==> config.mk <==
export PLATFORM = sky130hd
export DESIGN_NAME = ioc_cell
export DESIGN_NICKNAME = d
export VERILOG_FILES = /design/src/ioc_pkg.sv /design/src/ioc_fifo.sv /design/src/ioc_cell.sv
export SDC_FILE = /design/constraint.sdc
export NUM_CORES = 1
export LEC_CHECK = 0
export BUFFER_PORTS_ARGS = -buffer_cell sky130_fd_sc_hd__clkbuf_2
export CORE_MARGIN = 2
export CORE_UTILIZATION = 30
export CTS_BUF_LIST = sky130_fd_sc_hd__clkbuf_8
export CTS_CLUSTER_SIZE = 20
export DETAILED_ROUTE_END_ITERATION = 8
export PLACE_DENSITY_LB_ADDON = 0.12
export SKIP_CTS_REPAIR_TIMING = 1
export SYNTH_ARGS = -nofsm -noshare
export SYNTH_HDL_FRONTEND = slang
export SYNTH_HIERARCHICAL = 1
export SYNTH_SLANG_ARGS = --single-unit
==> constraint.sdc <==
create_clock -name clk_i -period 3.74 [get_ports clk_i]
set_input_delay 0.935 -clock clk_i [delete_from_list [all_inputs] [get_ports clk_i]]
set_output_delay 0.935 -clock clk_i [all_outputs]
set_load 0.005 [all_outputs]
==> src/ioc_pkg.sv <==
// Shared constants and mode types for the I/O cell register block
package ioc_pkg;

	// Input path mode selection
	typedef enum logic [1:0] {
		IOC_IN_BYPASS = 2'h0,
		IOC_IN_SDR    = 2'h1,
		IOC_IN_DDR    = 2'h2
	} ioc_in_mode_type;

	// Input delay selection
	typedef enum logic [1:0] {
		IOC_DLY_NONE    = 2'h0,
		IOC_DLY_FIXED   = 2'h1,
		IOC_DLY_DYNAMIC = 2'h2
	} ioc_dly_mode_type;

	// Output path mode selection
	typedef enum logic {
		IOC_OUT_SDR = 1'h0,
		IOC_OUT_DDR = 1'h1
	} ioc_out_mode_type;

	// Delay line geometry and fixed delay tap
	localparam int unsigned IOC_DLY_SEL_W     = 5;
	localparam int unsigned IOC_DLY_TAPS      = 32;
	localparam logic [4:0]  IOC_FIXED_DLY_TAP = 5'h04;

	// Values taken by the cell registers after reset or local set/reset
	localparam logic IOC_INIT_DATA = 1'h0;
	localparam logic IOC_INIT_OE   = 1'h0;

	// Capture stream buffer
	localparam int unsigned IOC_FIFO_DEPTH = 16;
	localparam int unsigned IOC_FIFO_WIDTH = 2;

	// Clock figures: 40 MHz system clock
	localparam int unsigned IOC_CLK_PERIOD_NS = 25;

endpackage : ioc_pkg

==> src/ioc_fifo.sv <==
// Synchronous valid/ready FIFO built from flip-flops
`timescale 1ns/1ps
`default_nettype none

module ioc_fifo #(
	parameter int unsigned WIDTH = ioc_pkg::IOC_FIFO_WIDTH,
	parameter int unsigned DEPTH = ioc_pkg::IOC_FIFO_DEPTH
) (
	input  wire logic             clk_i,
	input  wire logic             rst_i,
	input  wire logic             flush_i,
	input  wire logic             in_valid_i,
	output logic                  in_ready_o,
	input  wire logic [WIDTH-1:0] in_data_i,
	output logic                  out_valid_o,
	input  wire logic             out_ready_i,
	output logic      [WIDTH-1:0] out_data_o
);
	import ioc_pkg::*;

	localparam int unsigned AW = (DEPTH > 1) ? $clog2(DEPTH) : 1;

	logic [WIDTH-1:0] mem_q [DEPTH];
	logic [AW:0]      wr_q;
	logic [AW:0]      rd_q;
	wire  logic       full;
	wire  logic       empty;
	wire  logic       push;
	wire  logic       pop;

	// Extra pointer bit tells full from empty when the indices meet
	assign empty       = (wr_q == rd_q);
	assign full        = (wr_q[AW-1:0] == rd_q[AW-1:0]) && (wr_q[AW] != rd_q[AW]);
	assign in_ready_o  = !full;
	assign out_valid_o = !empty;
	assign push        = in_valid_i && !full;
	assign pop         = out_ready_i && !empty;
	assign out_data_o  = mem_q[rd_q[AW-1:0]];

	// Storage words are written only on an accepted push
	always_ff @(posedge clk_i) begin
		if (push) begin
			mem_q[wr_q[AW-1:0]] <= in_data_i;
		end
	end

	// Pointers; flush empties the buffer without touching storage
	always_ff @(posedge clk_i or posedge rst_i) begin
		if (rst_i) begin
			wr_q <= '0;
			rd_q <= '0;
		end else if (flush_i) begin
			wr_q <= '0;
			rd_q <= '0;
		end else begin
			wr_q <= wr_q + (AW+1)'(push);
			rd_q <= rd_q + (AW+1)'(pop);
		end
	end

endmodule // ioc_fifo

`default_nettype wire

==> src/ioc_cell.sv <==
// I/O cell with input, output and tri-state register groups
//
// Operation
// - Cell holds separate input, output and output-enable register groups.
// - Bypass mode passes pad input straight to core, also as a clock.
// - A fixed input delay may be placed ahead of the capture registers.
// - Bottom-side cells add a dynamic delay chosen by a five-bit select.
// - Single-rate mode captures pad input in one register on the clock edge.
// - Dual-edge mode captures on rising and falling edges, two parallel streams.
// - First capture output gives the rising-edge sample in dual-edge mode.
// - Second capture output gives the single-rate or the falling-edge sample.
// - Tri-state group registers core output enable and drives pad enable.
// - One system clock runs input, output and tri-state groups.
// - Local set/reset forces the input, output and tri-state registers to their initial values.
`timescale 1ns/1ps
`default_nettype none

module ioc_cell #(
	parameter bit          BOTTOM_SIDE = 1'b1,
	parameter int unsigned DLY_TAPS    = ioc_pkg::IOC_DLY_TAPS,
	parameter int unsigned FIFO_DEPTH  = ioc_pkg::IOC_FIFO_DEPTH
) (
	input  wire logic                                clk_i,
	input  wire logic                                rst_i,
	input  wire logic                                lsr_i,
	input  wire logic                                ce_i,
	input  wire logic                                pad_in_i,
	input  wire ioc_pkg::ioc_in_mode_type            in_mode_i,
	input  wire ioc_pkg::ioc_dly_mode_type           dly_mode_i,
	input  wire logic [ioc_pkg::IOC_DLY_SEL_W-1:0]   dynamic_delay_select_i,
	input  wire ioc_pkg::ioc_out_mode_type           out_mode_i,
	input  wire logic                                core_out_first_word_i,
	input  wire logic                                core_out_second_word_i,
	input  wire logic                                core_output_enable_in_i,
	output logic                                     input_bypass_data_o,
	output logic                                     input_bypass_clock_o,
	output logic                                     rise_capture_out_o,
	output logic                                     fall_or_single_capture_out_o,
	output logic                                     cap_valid_o,
	input  wire logic                                cap_ready_i,
	output logic [ioc_pkg::IOC_FIFO_WIDTH-1:0]       cap_word_o,
	output logic                                     cap_fill_ready_o,
	output logic                                     cap_overflow_o,
	output logic                                     pad_out_o,
	output logic                                     pad_output_enable_out_o
);
	import ioc_pkg::*;

	localparam int unsigned TW = $clog2(DLY_TAPS);

	// Pick the delay tap; decoded once and shared by both edge streams
	function automatic logic [TW-1:0] tap_sel(
		input ioc_dly_mode_type      mode,
		input logic [IOC_DLY_SEL_W-1:0] sel
	);
		logic [TW-1:0] t;
		t = '0;
		if (mode == IOC_DLY_FIXED) begin
			t = TW'(IOC_FIXED_DLY_TAP);
		end else if (mode == IOC_DLY_DYNAMIC && BOTTOM_SIDE) begin
			t = TW'(sel);
		end
		return t;
	endfunction

	// Pad synchronisers, one per clock edge
	logic       pos_s1_q;
	logic       pos_s2_q;
	logic       neg_s1_q;
	logic       neg_s2_q;

	// Delay lines on the synchronised pad samples
	logic [DLY_TAPS-1:0] pos_line_q;
	logic [DLY_TAPS-1:0] pos_line_d;
	logic [DLY_TAPS-1:0] neg_line_q;
	logic [DLY_TAPS-1:0] neg_line_d;

	// Input register group
	logic       rise_q;
	logic       rise_d;
	logic       fall_raw_q;
	logic       fall_raw_d;
	logic       fall_single_q;
	logic       fall_single_d;
	logic       cap_push_q;
	logic       cap_push_d;
	logic       overflow_q;
	logic       overflow_d;

	// Output and tri-state register groups
	logic       out_first_q;
	logic       out_first_d;
	logic       out_second_q;
	logic       out_second_d;
	logic       oe_q;
	logic       oe_d;

	wire  logic [TW-1:0] tap;
	wire  logic          pos_tap;
	wire  logic          neg_tap;
	wire  logic          is_ddr_in;
	wire  logic          is_sdr_in;
	wire  logic          is_bypass;
	wire  logic          fifo_in_ready;

	// Mode decode
	assign is_bypass = (in_mode_i == IOC_IN_BYPASS);
	assign is_sdr_in = (in_mode_i == IOC_IN_SDR);
	assign is_ddr_in = (in_mode_i == IOC_IN_DDR);

	// Bypass path never sees a register or delay element
	assign input_bypass_data_o  = is_bypass ? pad_in_i : 1'b0;
	assign input_bypass_clock_o = is_bypass ? pad_in_i : 1'b0;

	// Rising-edge synchroniser; the first stage feeds only the second
	always_ff @(posedge clk_i or posedge rst_i) begin
		if (rst_i) begin
			pos_s1_q <= IOC_INIT_DATA;
			pos_s2_q <= IOC_INIT_DATA;
		end else begin
			pos_s1_q <= pad_in_i;
			pos_s2_q <= pos_s1_q;
		end
	end

	// Falling-edge synchroniser keeps the low-phase sample stream apart
	always_ff @(negedge clk_i or posedge rst_i) begin
		if (rst_i) begin
			neg_s1_q <= IOC_INIT_DATA;
			neg_s2_q <= IOC_INIT_DATA;
		end else begin
			neg_s1_q <= pad_in_i;
			neg_s2_q <= neg_s1_q;
		end
	end

	// Delay line shifting: tap 0 is the undelayed sample
	assign pos_line_d[0] = pos_s2_q;
	assign neg_line_d[0] = neg_s2_q;
	for (genvar i = 1; i < DLY_TAPS; i++) begin : g_dly
		assign pos_line_d[i] = pos_line_q[i-1];
		assign neg_line_d[i] = neg_line_q[i-1];
	end

	// The lines run freely so a tap change sees settled history at once
	always_ff @(posedge clk_i or posedge rst_i) begin
		if (rst_i) begin
			pos_line_q <= '0;
		end else begin
			pos_line_q <= pos_line_d;
		end
	end

	always_ff @(negedge clk_i or posedge rst_i) begin
		if (rst_i) begin
			neg_line_q <= '0;
		end else begin
			neg_line_q <= neg_line_d;
		end
	end

	// Same tap on both edges keeps the two streams aligned
	assign tap     = tap_sel(dly_mode_i, dynamic_delay_select_i);
	assign pos_tap = pos_line_q[tap];
	assign neg_tap = neg_line_q[tap];

	// Next values of the input group; ce low holds, lsr wins over ce
	always_comb begin
		rise_d        = rise_q;
		fall_raw_d    = fall_raw_q;
		fall_single_d = fall_single_q;
		if (lsr_i) begin
			rise_d        = IOC_INIT_DATA;
			fall_raw_d    = IOC_INIT_DATA;
			fall_single_d = IOC_INIT_DATA;
		end else if (ce_i) begin
			if (is_sdr_in) begin
				fall_single_d = pos_tap;
			end else if (is_ddr_in) begin
				rise_d        = pos_tap;
				fall_raw_d    = neg_tap;
				fall_single_d = fall_raw_q;
			end
		end
	end

	// Rising-edge input registers
	always_ff @(posedge clk_i or posedge rst_i) begin
		if (rst_i) begin
			rise_q        <= IOC_INIT_DATA;
			fall_single_q <= IOC_INIT_DATA;
		end else begin
			rise_q        <= rise_d;
			fall_single_q <= fall_single_d;
		end
	end

	// Falling-edge sample, retimed to the rising edge through fall_single_q
	always_ff @(negedge clk_i or posedge rst_i) begin
		if (rst_i) begin
			fall_raw_q <= IOC_INIT_DATA;
		end else begin
			fall_raw_q <= fall_raw_d;
		end
	end

	// Capture outputs: rise stream on the first, single or fall on the second
	assign rise_capture_out_o           = rise_q;
	assign fall_or_single_capture_out_o = fall_single_q;

	// One word is pushed for every enabled rising clock edge outside bypass
	assign cap_push_d = !lsr_i && ce_i && !is_bypass;

	// A full buffer drops the word and latches an overflow flag until lsr
	assign overflow_d = lsr_i ? 1'b0 : (overflow_q || (cap_push_q && !fifo_in_ready));

	always_ff @(posedge clk_i or posedge rst_i) begin
		if (rst_i) begin
			cap_push_q <= 1'b0;
			overflow_q <= 1'b0;
		end else begin
			cap_push_q <= cap_push_d;
			overflow_q <= overflow_d;
		end
	end

	assign cap_overflow_o   = overflow_q;
	assign cap_fill_ready_o = fifo_in_ready;

	// Capture stream buffer toward core logic that may stall
	ioc_fifo #(
		.WIDTH (IOC_FIFO_WIDTH),
		.DEPTH (FIFO_DEPTH)
	) u_cap_fifo (
		.clk_i       (clk_i),
		.rst_i       (rst_i),
		.flush_i     (lsr_i),
		.in_valid_i  (cap_push_q),
		.in_ready_o  (fifo_in_ready),
		.in_data_i   ({rise_q, fall_single_q}),
		.out_valid_o (cap_valid_o),
		.out_ready_i (cap_ready_i),
		.out_data_o  (cap_word_o)
	);

	// Output and tri-state next values; second word only matters in DDR
	always_comb begin
		out_first_d  = out_first_q;
		out_second_d = out_second_q;
		oe_d         = oe_q;
		if (lsr_i) begin
			out_first_d  = IOC_INIT_DATA;
			out_second_d = IOC_INIT_DATA;
			oe_d         = IOC_INIT_OE;
		end else if (ce_i) begin
			out_first_d = core_out_first_word_i;
			if (out_mode_i == IOC_OUT_DDR) begin
				out_second_d = core_out_second_word_i;
			end
			oe_d = core_output_enable_in_i;
		end
	end

	// Output register group and tri-state register group
	always_ff @(posedge clk_i or posedge rst_i) begin
		if (rst_i) begin
			out_first_q  <= IOC_INIT_DATA;
			out_second_q <= IOC_INIT_DATA;
			oe_q         <= IOC_INIT_OE;
		end else begin
			out_first_q  <= out_first_d;
			out_second_q <= out_second_d;
			oe_q         <= oe_d;
		end
	end

	// Clock-phase mux: simplest DDR serialiser, but glitches if the clock
	// edge and a register update race, so keep this path short in layout
	assign pad_out_o = (out_mode_i == IOC_OUT_DDR) ?
		(clk_i ? out_first_q : out_second_q) : out_first_q;

	assign pad_output_enable_out_o = oe_q;

endmodule // ioc_cell

`default_nettype wire

# Word-level counts from Yosys, hierarchy flattened

Memory sizes are Yosys's and may differ from the RTL's.
Index checks and enable logic that the tools add are counted.

Register bits after elaboration: 86
Memory bits (writable): 32
Bits of input ports: 19
Output and inout bits: 11
Logic and storage cells: 80
Memories kept: 1

Memories:

| memory           | depth | bits a word | rd ports | clocked after Yosys merged registers in | write ports | line           | text |
|---|---|---|---|---|---|---|---|
| u_cap_fifo.mem_q | 16    | 2           | 1        | 0                                       | 1           | ioc_fifo.sv:23 | `logic [WIDTH-1:0] mem_q [DEPTH];` |

$add $sub $neg: 2
Order comparisons: 1
Equality and inequality tests: 8
Multiplexer cells: 33
Reduce and logical (&&, ||, !) cells: 19

Operators with widths:

| cell                 | number |
|---|---|
| $mux W1              | 27 |
| $mux W5              | 4 |
| $add A5 B1 Y5        | 2 |
| $bmux W1 S5          | 2 |
| $logic_and A1 B1 Y1  | 6 |
| $lt A5 B6 Y1 const B | 1 |
| $reduce_bool A2 Y1   | 3 |
| $eq A5 B5 Y1         | 1 |
| $eq A2 B1 Y1 const B | 2 |
| $eq A2 B2 Y1 const B | 2 |
| $eq A4 B4 Y1         | 1 |
| $logic_not A1 Y1     | 4 |
| $reduce_and A2 Y1    | 2 |
| $reduce_and A3 Y1    | 1 |
| $reduce_bool A3 Y1   | 1 |
| $logic_not A2 Y1     | 1 |
| $ne A2 B2 Y1 const B | 1 |
| $logic_or A1 B1 Y1   | 1 |
| $ne A1 B1 Y1         | 1 |

# Depth between registers and ports, before layout

Gate-level depths: netlist (run 1).

Depth in word-level cells: 9
Gate-level depth with buffers: 10

# Hierarchy

Netlist (run 1), hierarchy kept.

Modules (own cells, without submodules):

| module   | instances | cells each | area an instance (µm²) | sequential area each (µm²) |
|---|---|---|---|---|
| ioc_cell | 1         | 229        | 2930.3                 | 1901.8 |
| ioc_fifo | 1         | 132        | 1976.9                 | 1211.2 |

==> metrics.md, run 1 <==
| Metric | Value |
|---|---|
| Worst reg2reg path depth | 3 |
| Worst Tran Pin Value | roughly 0.89 ns |
| Largest net degree at the start of global routing | a little under 80 |
| Final GP Congestion | approximately 0.74 |
| Share of the synthesized area in the top cell type | 26.01% |
| Class of the worst hold path | register to register |
| Setup violations, final | 0 |
| Total track usage | about an eighth |
| Simple-Gate Fraction of Synth Area | 9.740% |
| R2R Path End | fall_or_single_capture_out_o |
| Nature of the critical path endpoint | register |
| Final net count | roughly 450 |
| Slew Viols, Final | 0 |
| Hold Crit Depth | 0 |
| Drt total wl | 10.44 mm |
| Hold Vio Cnt, Final | 0 |
| Final setup skew | 0.02599 ns |
| Diodes inserted | 0 |
| TritonCTS clock tree | yes |
| # fillers | approximately 1600 |
| Multiplexer area fraction after synthesis | 7.981% |
| Worst vdd ir | 0.0003037 V |
| Initial antenna violation count | 0 |
| Adder-cell area share of the yosys netlist | under 10% |
| Syn_nets | 384 |
| Core Rows | 46 |
| Synth Area in Compound Gates | 11.55% |
| Top cells by area, synth | dfrtp_1, edfxtp_1, dfrtn_1, mux4_2, mux2i_1 |
| Pwr per Cell Area | just under 500 nW/µm² |
| Yosys warns | 6 |
| Crit Path Max Fanout | 7 |
| Vias in the first global route | 3237 |
| Drt pass-1 iters | 4 |
| Synthesized instance count | about 360 |
| DIE AREA | around 17000 µm² |
| First-pass GRT wire length | 17.46 mm |
| Synth cell count leaders | dfrtp_1, dfrtn_1, edfxtp_1 |
| Final instance area | 5923 µm² |
| Via density | 4.788 |
| Leading area contributor after synthesis | dfrtp_1 |
| Predominant post-synthesis flop cell | dfrtp_1 |
| Via Count | 3117 |
| R2r setup slk | 0.93 ns |
| Status | completed |
| Die X | 131.9 µm |
| Initial Util | 30.78% |
| Post-synth EDFFs | 32 |
| Core Util, Final | between 30 and 40% |
| Post-synthesis sequential area ratio | a little under two thirds |
| Slew margin rel. | 40.59% |
| Grt total ovfl | 0 |
| Yosys reg bits | 118 |
| Share of layout cells above drive strength 1 | between 20% and 30% |
| Synth Area in XOR/XNOR | 2.116% |
| Avg Cell Area, Syn | 13.59 µm² |
| I/O Buffers | 29 |
| Hold WS | 0.3021 ns |
| Startpoint types | input pin |
| Clock latency on the worst-skew pair | 0.53 ns |
| Die height | between 100 and 150 µm |
| Yosys cell types | 60 |
| Most frequent cell after synthesis | dfrtp_1 |
| I/O pin cnt | 30 |
| Register area | 3113 µm² |
| Static leakage | 2.463 nW |
| Worst hold endpoint | neg_line_q[0] |
| Critical path class | input pin to register |
| Hold Path Origin | neg_s2_q |
| Worst reg2reg startpoint | fall_raw_q |
| Mapped Area | roughly 4900 µm² |
| Fin cells | 651 |
| Max capacitance violation total | 0 |
| Syn-to-layout area delta | 20.70% |
| Data arrival, critical path | between 2 and 2.5 ns |
| Mean routed wirelength per cell | roughly 16 µm |
| Req. time, crit path | roughly 2.4 ns |
| Cell Count Post-Placement | slightly above 600 |
| Area of the multi-input gates | 1628 µm² |
| PnR worst setup slack | between 0.1 and 0.15 ns |
| Post-DRT Antenna Nets | 0 |
| Largest family of logic cells by synthesized area | compound AO/OA/AOI/OAI gates |
| Core area | 15940 µm² |
| Number of DRC markers in iteration 0 | between 100 and 150 |
| Hpwl dp | 7.331 mm |
| Clock transition at path regs | 0.05 ns |
| Cell Area, Placed | ~5500 µm² |
| Async SR Flop Fraction | 72.88% |
| Drt drc | 0 |
| Setup WS pre-CTS | -0.4604 ns |
==> per-layer routing <==
| metal | routed length, µm | vias up | GRT usage (%) |
|---|---|---|---|
| met1 | 5056 | 1572 | 18.32 |
| met4 | 196 | 0 | 5.918 |
| li1 | - | 1467 | - |
| met3 | 426 | 16 | 3.883 |
| met2 | 4757 | 62 | 18.75 |
| met5 | 0 | - | 0 |
==> cell usage in the layout, fill, tap and decap left out, types with 4 or more instances in the layout <==
master and instances:
ha_1 4, nor3_1 4, xor2_1 7, nor2_1 22, nand3_1 11, clkinv_2 5
nand2b_1 8, dfrtp_1 51, a31oi_1 7, buf_4 30, nor2b_1 8, mux2_2 8
edfxtp_1 32, dfrtn_1 35, o21ai_0 4, inv_1 16, a211oi_1 9, a2111oi_1 5
clkbuf_2 28, a21oi_1 7, o22ai_1 9, nand3b_1 4, mux4_2 8, mux2i_1 11
clkbuf_8 20, nand2_1 16, o221ai_1 7
==> cell families after synthesis <==
| group | after synthesis |
|---|---|
| muxes | 28 |
| adders and majority gates | 4 |
| buffers and inverters | 38 |
| xor gates and xnor gates | 11 |
| DFF | 118 |
| and+or+nand+nor | 89 |
| AOI/OAI and AO/OA | 73 |
==> cell type report <==
type | count | share of cell area [%]
inverter | 15 | 1.014
clock buffer | 21 | 4.732
multi-input combinational | 205 | 27.48
clock inverter | 15 | 2.471
tap | 216 | 4.563
sequential | 118 | 52.56
timing repair buffer | 61 | 7.182
==> worst max path at each step <==
stage	cells after the start	startpoint	slack, ns	to
final	7	dly_mode_i[1]	0.12	fall_raw_q
after global routing	7	dly_mode_i[0]	-0.0008	fall_raw_q
after CTS	7	dly_mode_i[1]	0.08	fall_raw_q
after detailed placement	7	dly_mode_i[1]	-0.46	fall_raw_q
after global placement	7	dly_mode_i[0]	-0.39	fall_raw_q
after floorplan	8	dly_mode_i[1]	-0.27	fall_raw_q
==> metrics by stage <==
| step | TNS (ns) | power, mW |
|---|---|---|
| 3_3_place_gp | -0.3918 | 1.723 |
| 5_1_grt | -0.0008062 | 3.064 |
| 3_5_place_dp | -0.4604 | 1.723 |
| 4_1_cts | 0 | 2.950 |
| 2_1_floorplan | -0.2653 | 1.624 |
| 6_report | 0 | 2.903 |
==> state kept, by name (all words and copies together) (netlist names) <==
register                      cells
u_cap_fifo/rd_q                   5
pad_output_enable_out_o           1
fall_raw_q                        1
cap_push_q                        1
rise_capture_out_o                1
neg_s1_q                          1
pos_line_q                       32
neg_line_q                       32
out_second_q                      1
u_cap_fifo/mem_q                 32
neg_s2_q                          1
fall_or_single_capture_out_o      1
u_cap_fifo/wr_q                   5
out_first_q                       1
cap_overflow_o                    1
pos_s1_q                          1
pos_s2_q                          1
==> critical path, stage by stage <==
cell and delay [ns]:
buf_2 0.15, and3b_2 0.22, or2_1 0.31, a311o_1 0.30
a21oi_1 0.14, o21ai_1 0.09, a31oi_1 0.13
==> power breakdown <==
group          internal (mW)  switching, mW
Combinational          0.126          0.145
Sequential              1.37         0.0389
Clock                  0.714          0.504
Total                   2.21          0.688
Note: power is estimated with default switching activity, not from simulation.
==> inputs of run 2 (changes only) <==
--- a/config.mk
+++ b/config.mk
@@ -7,7 +7,7 @@
 export LEC_CHECK = 0
 export BUFFER_PORTS_ARGS = -buffer_cell sky130_fd_sc_hd__clkbuf_2
 export CORE_MARGIN = 2
-export CORE_UTILIZATION = 30
+export CORE_UTILIZATION = 63
 export CTS_BUF_LIST = sky130_fd_sc_hd__clkbuf_8
 export CTS_CLUSTER_SIZE = 20
 export DETAILED_ROUTE_END_ITERATION = 8
==> run 2 against run 1 <==
Effect of this change:
- register-to-register slack barely moved
- first-iteration DRC count rose by 79%
- highest routed layer unchanged
- non-clock buffer count is 2 lower
- critical path type unchanged
- worst hold slack about the same
- sequential share of layout area is 0.75 points higher
==> metrics.md, run 2 (synthesized netlist as in run 1, its figures left out) <==
| Metric | Value |
|---|---|
| Status | completed |
| Most frequent cells in the layout | dfrtp_1, dfrtn_1, edfxtp_1, buf_4, clkbuf_2 |
| Worst Tran Pin Value | 0.8638 ns (-0.02662 ns) |
| Hold Vio Cnt, Final | 0 (unchanged) |
| Crit Path Max Fanout | 7 (unchanged) |
| Core Rows | 32 (-30%) |
| Largest net degree at the start of global routing | 47 (-39%) |
| Clock transition at path regs | 0.05 ns (about the same) |
| I/O Buffers | 29 (unchanged) |
| Req. time, crit path | 2.21 ns (-0.19 ns) |
| Pwr per Cell Area | 529.0 nW/µm² (+7.9%) |
| Vias in the first global route | 3196 (-1.3%) |
| Static leakage | 2.479 nW (+0.65%) |
| Most common library cell in the layout ignoring fill and taps | dfrtp_1 |
| Post-Route Setup TNS | 0 ns (unchanged) |
| I/O pin cnt | 30 (unchanged) |
| Slew Viols, Final | 0 (unchanged) |
| DIE AREA | 8511 µm² (-51%) |
| Mean routed wirelength per cell | 17.97 µm (+12%) |
| Startpoint types | input pin |
| First-pass GRT wire length | 16.24 mm (-7.0%) |
| Cells along the critical path | buf_2 > and2b_2 > buf_4 > o21ai_0 > a221oi_2 > nor3_1 > a2111o_1 > a31oi_1 |
| TritonCTS clock tree | yes |
| Initial Util | 64.17% (+33 points) |
| Die X | 92.26 µm (-30%) |
| Share of layout cells above drive strength 1 | 30.02% (+1.3 points) |
| CP bufs+invs | 2 (+1) |
| Critical path startpoint | dly_mode_i[0] |
| Via density | 5.951 (+24%) |
| Drt total wl | 9.612 mm (-7.9%) |
| Diodes inserted | 0 (unchanged) |
| Number of DRC markers in iteration 0 | 195 (+79%) |
| Cell family with most CP delay | compound AO/OA/AOI/OAI gates |
| Slew margin rel. | 42.37% (+1.8 points) |
| Hold Path Origin | neg_s1_q |
| Final net count | 443 (-0.45%) |
| Die height | 92.26 µm (-30%) |
| R2R Path End | fall_or_single_capture_out_o |
| Syn-to-layout area delta | 19.00% |
| CP max stage delay | 0.23 ns (-0.08 ns) |
| Setup violations, final | 0 (unchanged) |
| Worst vdd ir | 0.0003839 V (+26%) |
| Hold Crit Depth | 0 (unchanged) |
| Max capacitance violation total | 0 (unchanged) |
| Worst hold endpoint | neg_s2_q |
| R2r setup slk | 0.93 ns (about the same) |
| Critical path class | input pin to register |
| Crit-path slowest cell | and2b_2 |
| # fillers | 478 (-69%) |
| Post-DRT Antenna Nets | 0 (unchanged) |
| Via Count | 3184 (+2.1%) |
| Final GP Congestion | 0.8866 (+19%) |
| Data arrival, critical path | 2.12 ns (-0.15 ns) |
| Initial antenna violation count | 0 (unchanged) |
| Total track usage | 25.71% (+13 points) |
| Core Util, Final | 76.36% (+39 points) |
| Worst reg2reg path depth | 3 (unchanged) |
| Grt total ovfl | 0 (unchanged) |
| Drt pass-1 iters | 4 (unchanged) |
| Nature of the critical path endpoint | register |
| Class of the worst hold path | register to register |
| Clock latency on the worst-skew pair | 0.52 ns (about the same) |
| Final setup skew | 0.02483 ns (-0.001160 ns) |
| Worst reg2reg startpoint | fall_raw_q |
| Hpwl dp | 6.525 mm (-11%) |
| Drt drc | 0 (unchanged) |
| Core area | 7647 µm² (-52%) |
[run 2: worst reg2reg max path, stage by stage, from the launching register on]
cell and delay [ns]:
dfrtn_1 0.38, a22o_1 0.21, a22oi_1 0.16, o22ai_1 0.10
[run 2: how the worst max path moves through the flow]
stage,slack [ns],to,cells past startpoint
floorplan,-0.27,fall_raw_q,8
global placement,-0.45,fall_raw_q,7
detailed placement,-0.48,fall_raw_q,7
CTS,0.02,fall_raw_q,7
global route,-0.009,fall_raw_q,8
finish,0.09,fall_raw_q,8
[run 2: through the flow]
| step | total power [mW] | setup WS (ns) | hold slack [ns] | cells | cell area, µm² |
|---|---|---|---|---|---|
| 6_report | 3.089 | 0.09322 | 0.3021 | 535 | 5839 |
| 5_1_grt | 3.211 | -0.008942 | 0.3149 | 535 | 5839 |
| 4_1_cts | 3.114 | 0.02186 | 0.3047 | 534 | 5798 |
| 3_5_place_dp | 1.709 | -0.4830 | 0.2977 | 499 | 5299 |
| 3_3_place_gp | 1.700 | -0.4490 | 0.2985 | 499 | 5299 |
| 2_1_floorplan | 1.624 | -0.2653 | 0.2917 | 361 | 4952 |
[run 2: layer usage]
layer | vias to the layer above | track usage [%] | part of all wire, %
met4 | 0 | 10.32 | 1.3
met1 | 1590 | 36.38 | 45
met2 | 115 | 37.19 | 47
met3 | 16 | 8.628 | 6.1
li1 | 1463 | - | -
met5 | - | 0 | 0
[run 2: final cells by class]
| class | instances | area (µm²) | area share [%] |
|---|---|---|---|
| sequential | 118 | 3113 | 53.31 |
| multi-input combinational | 205 | 1643 | 28.13 |
| timing repair buffer | 59 | 391.6 | 6.707 |
| clock buffer | 24 | 321.6 | 5.507 |
| clock inverter | 12 | 182.7 | 3.128 |
| tap | 102 | 127.6 | 2.186 |
| inverter | 15 | 60.06 | 1.028 |
[run 2: power breakdown]
part	leakage, nW	internal (mW)	switching, mW
Sequential	1.33	1.37	0.0456
Combinational	0.871	0.121	0.138
Clock	0.280	0.913	0.497
Total	2.48	2.41	0.680
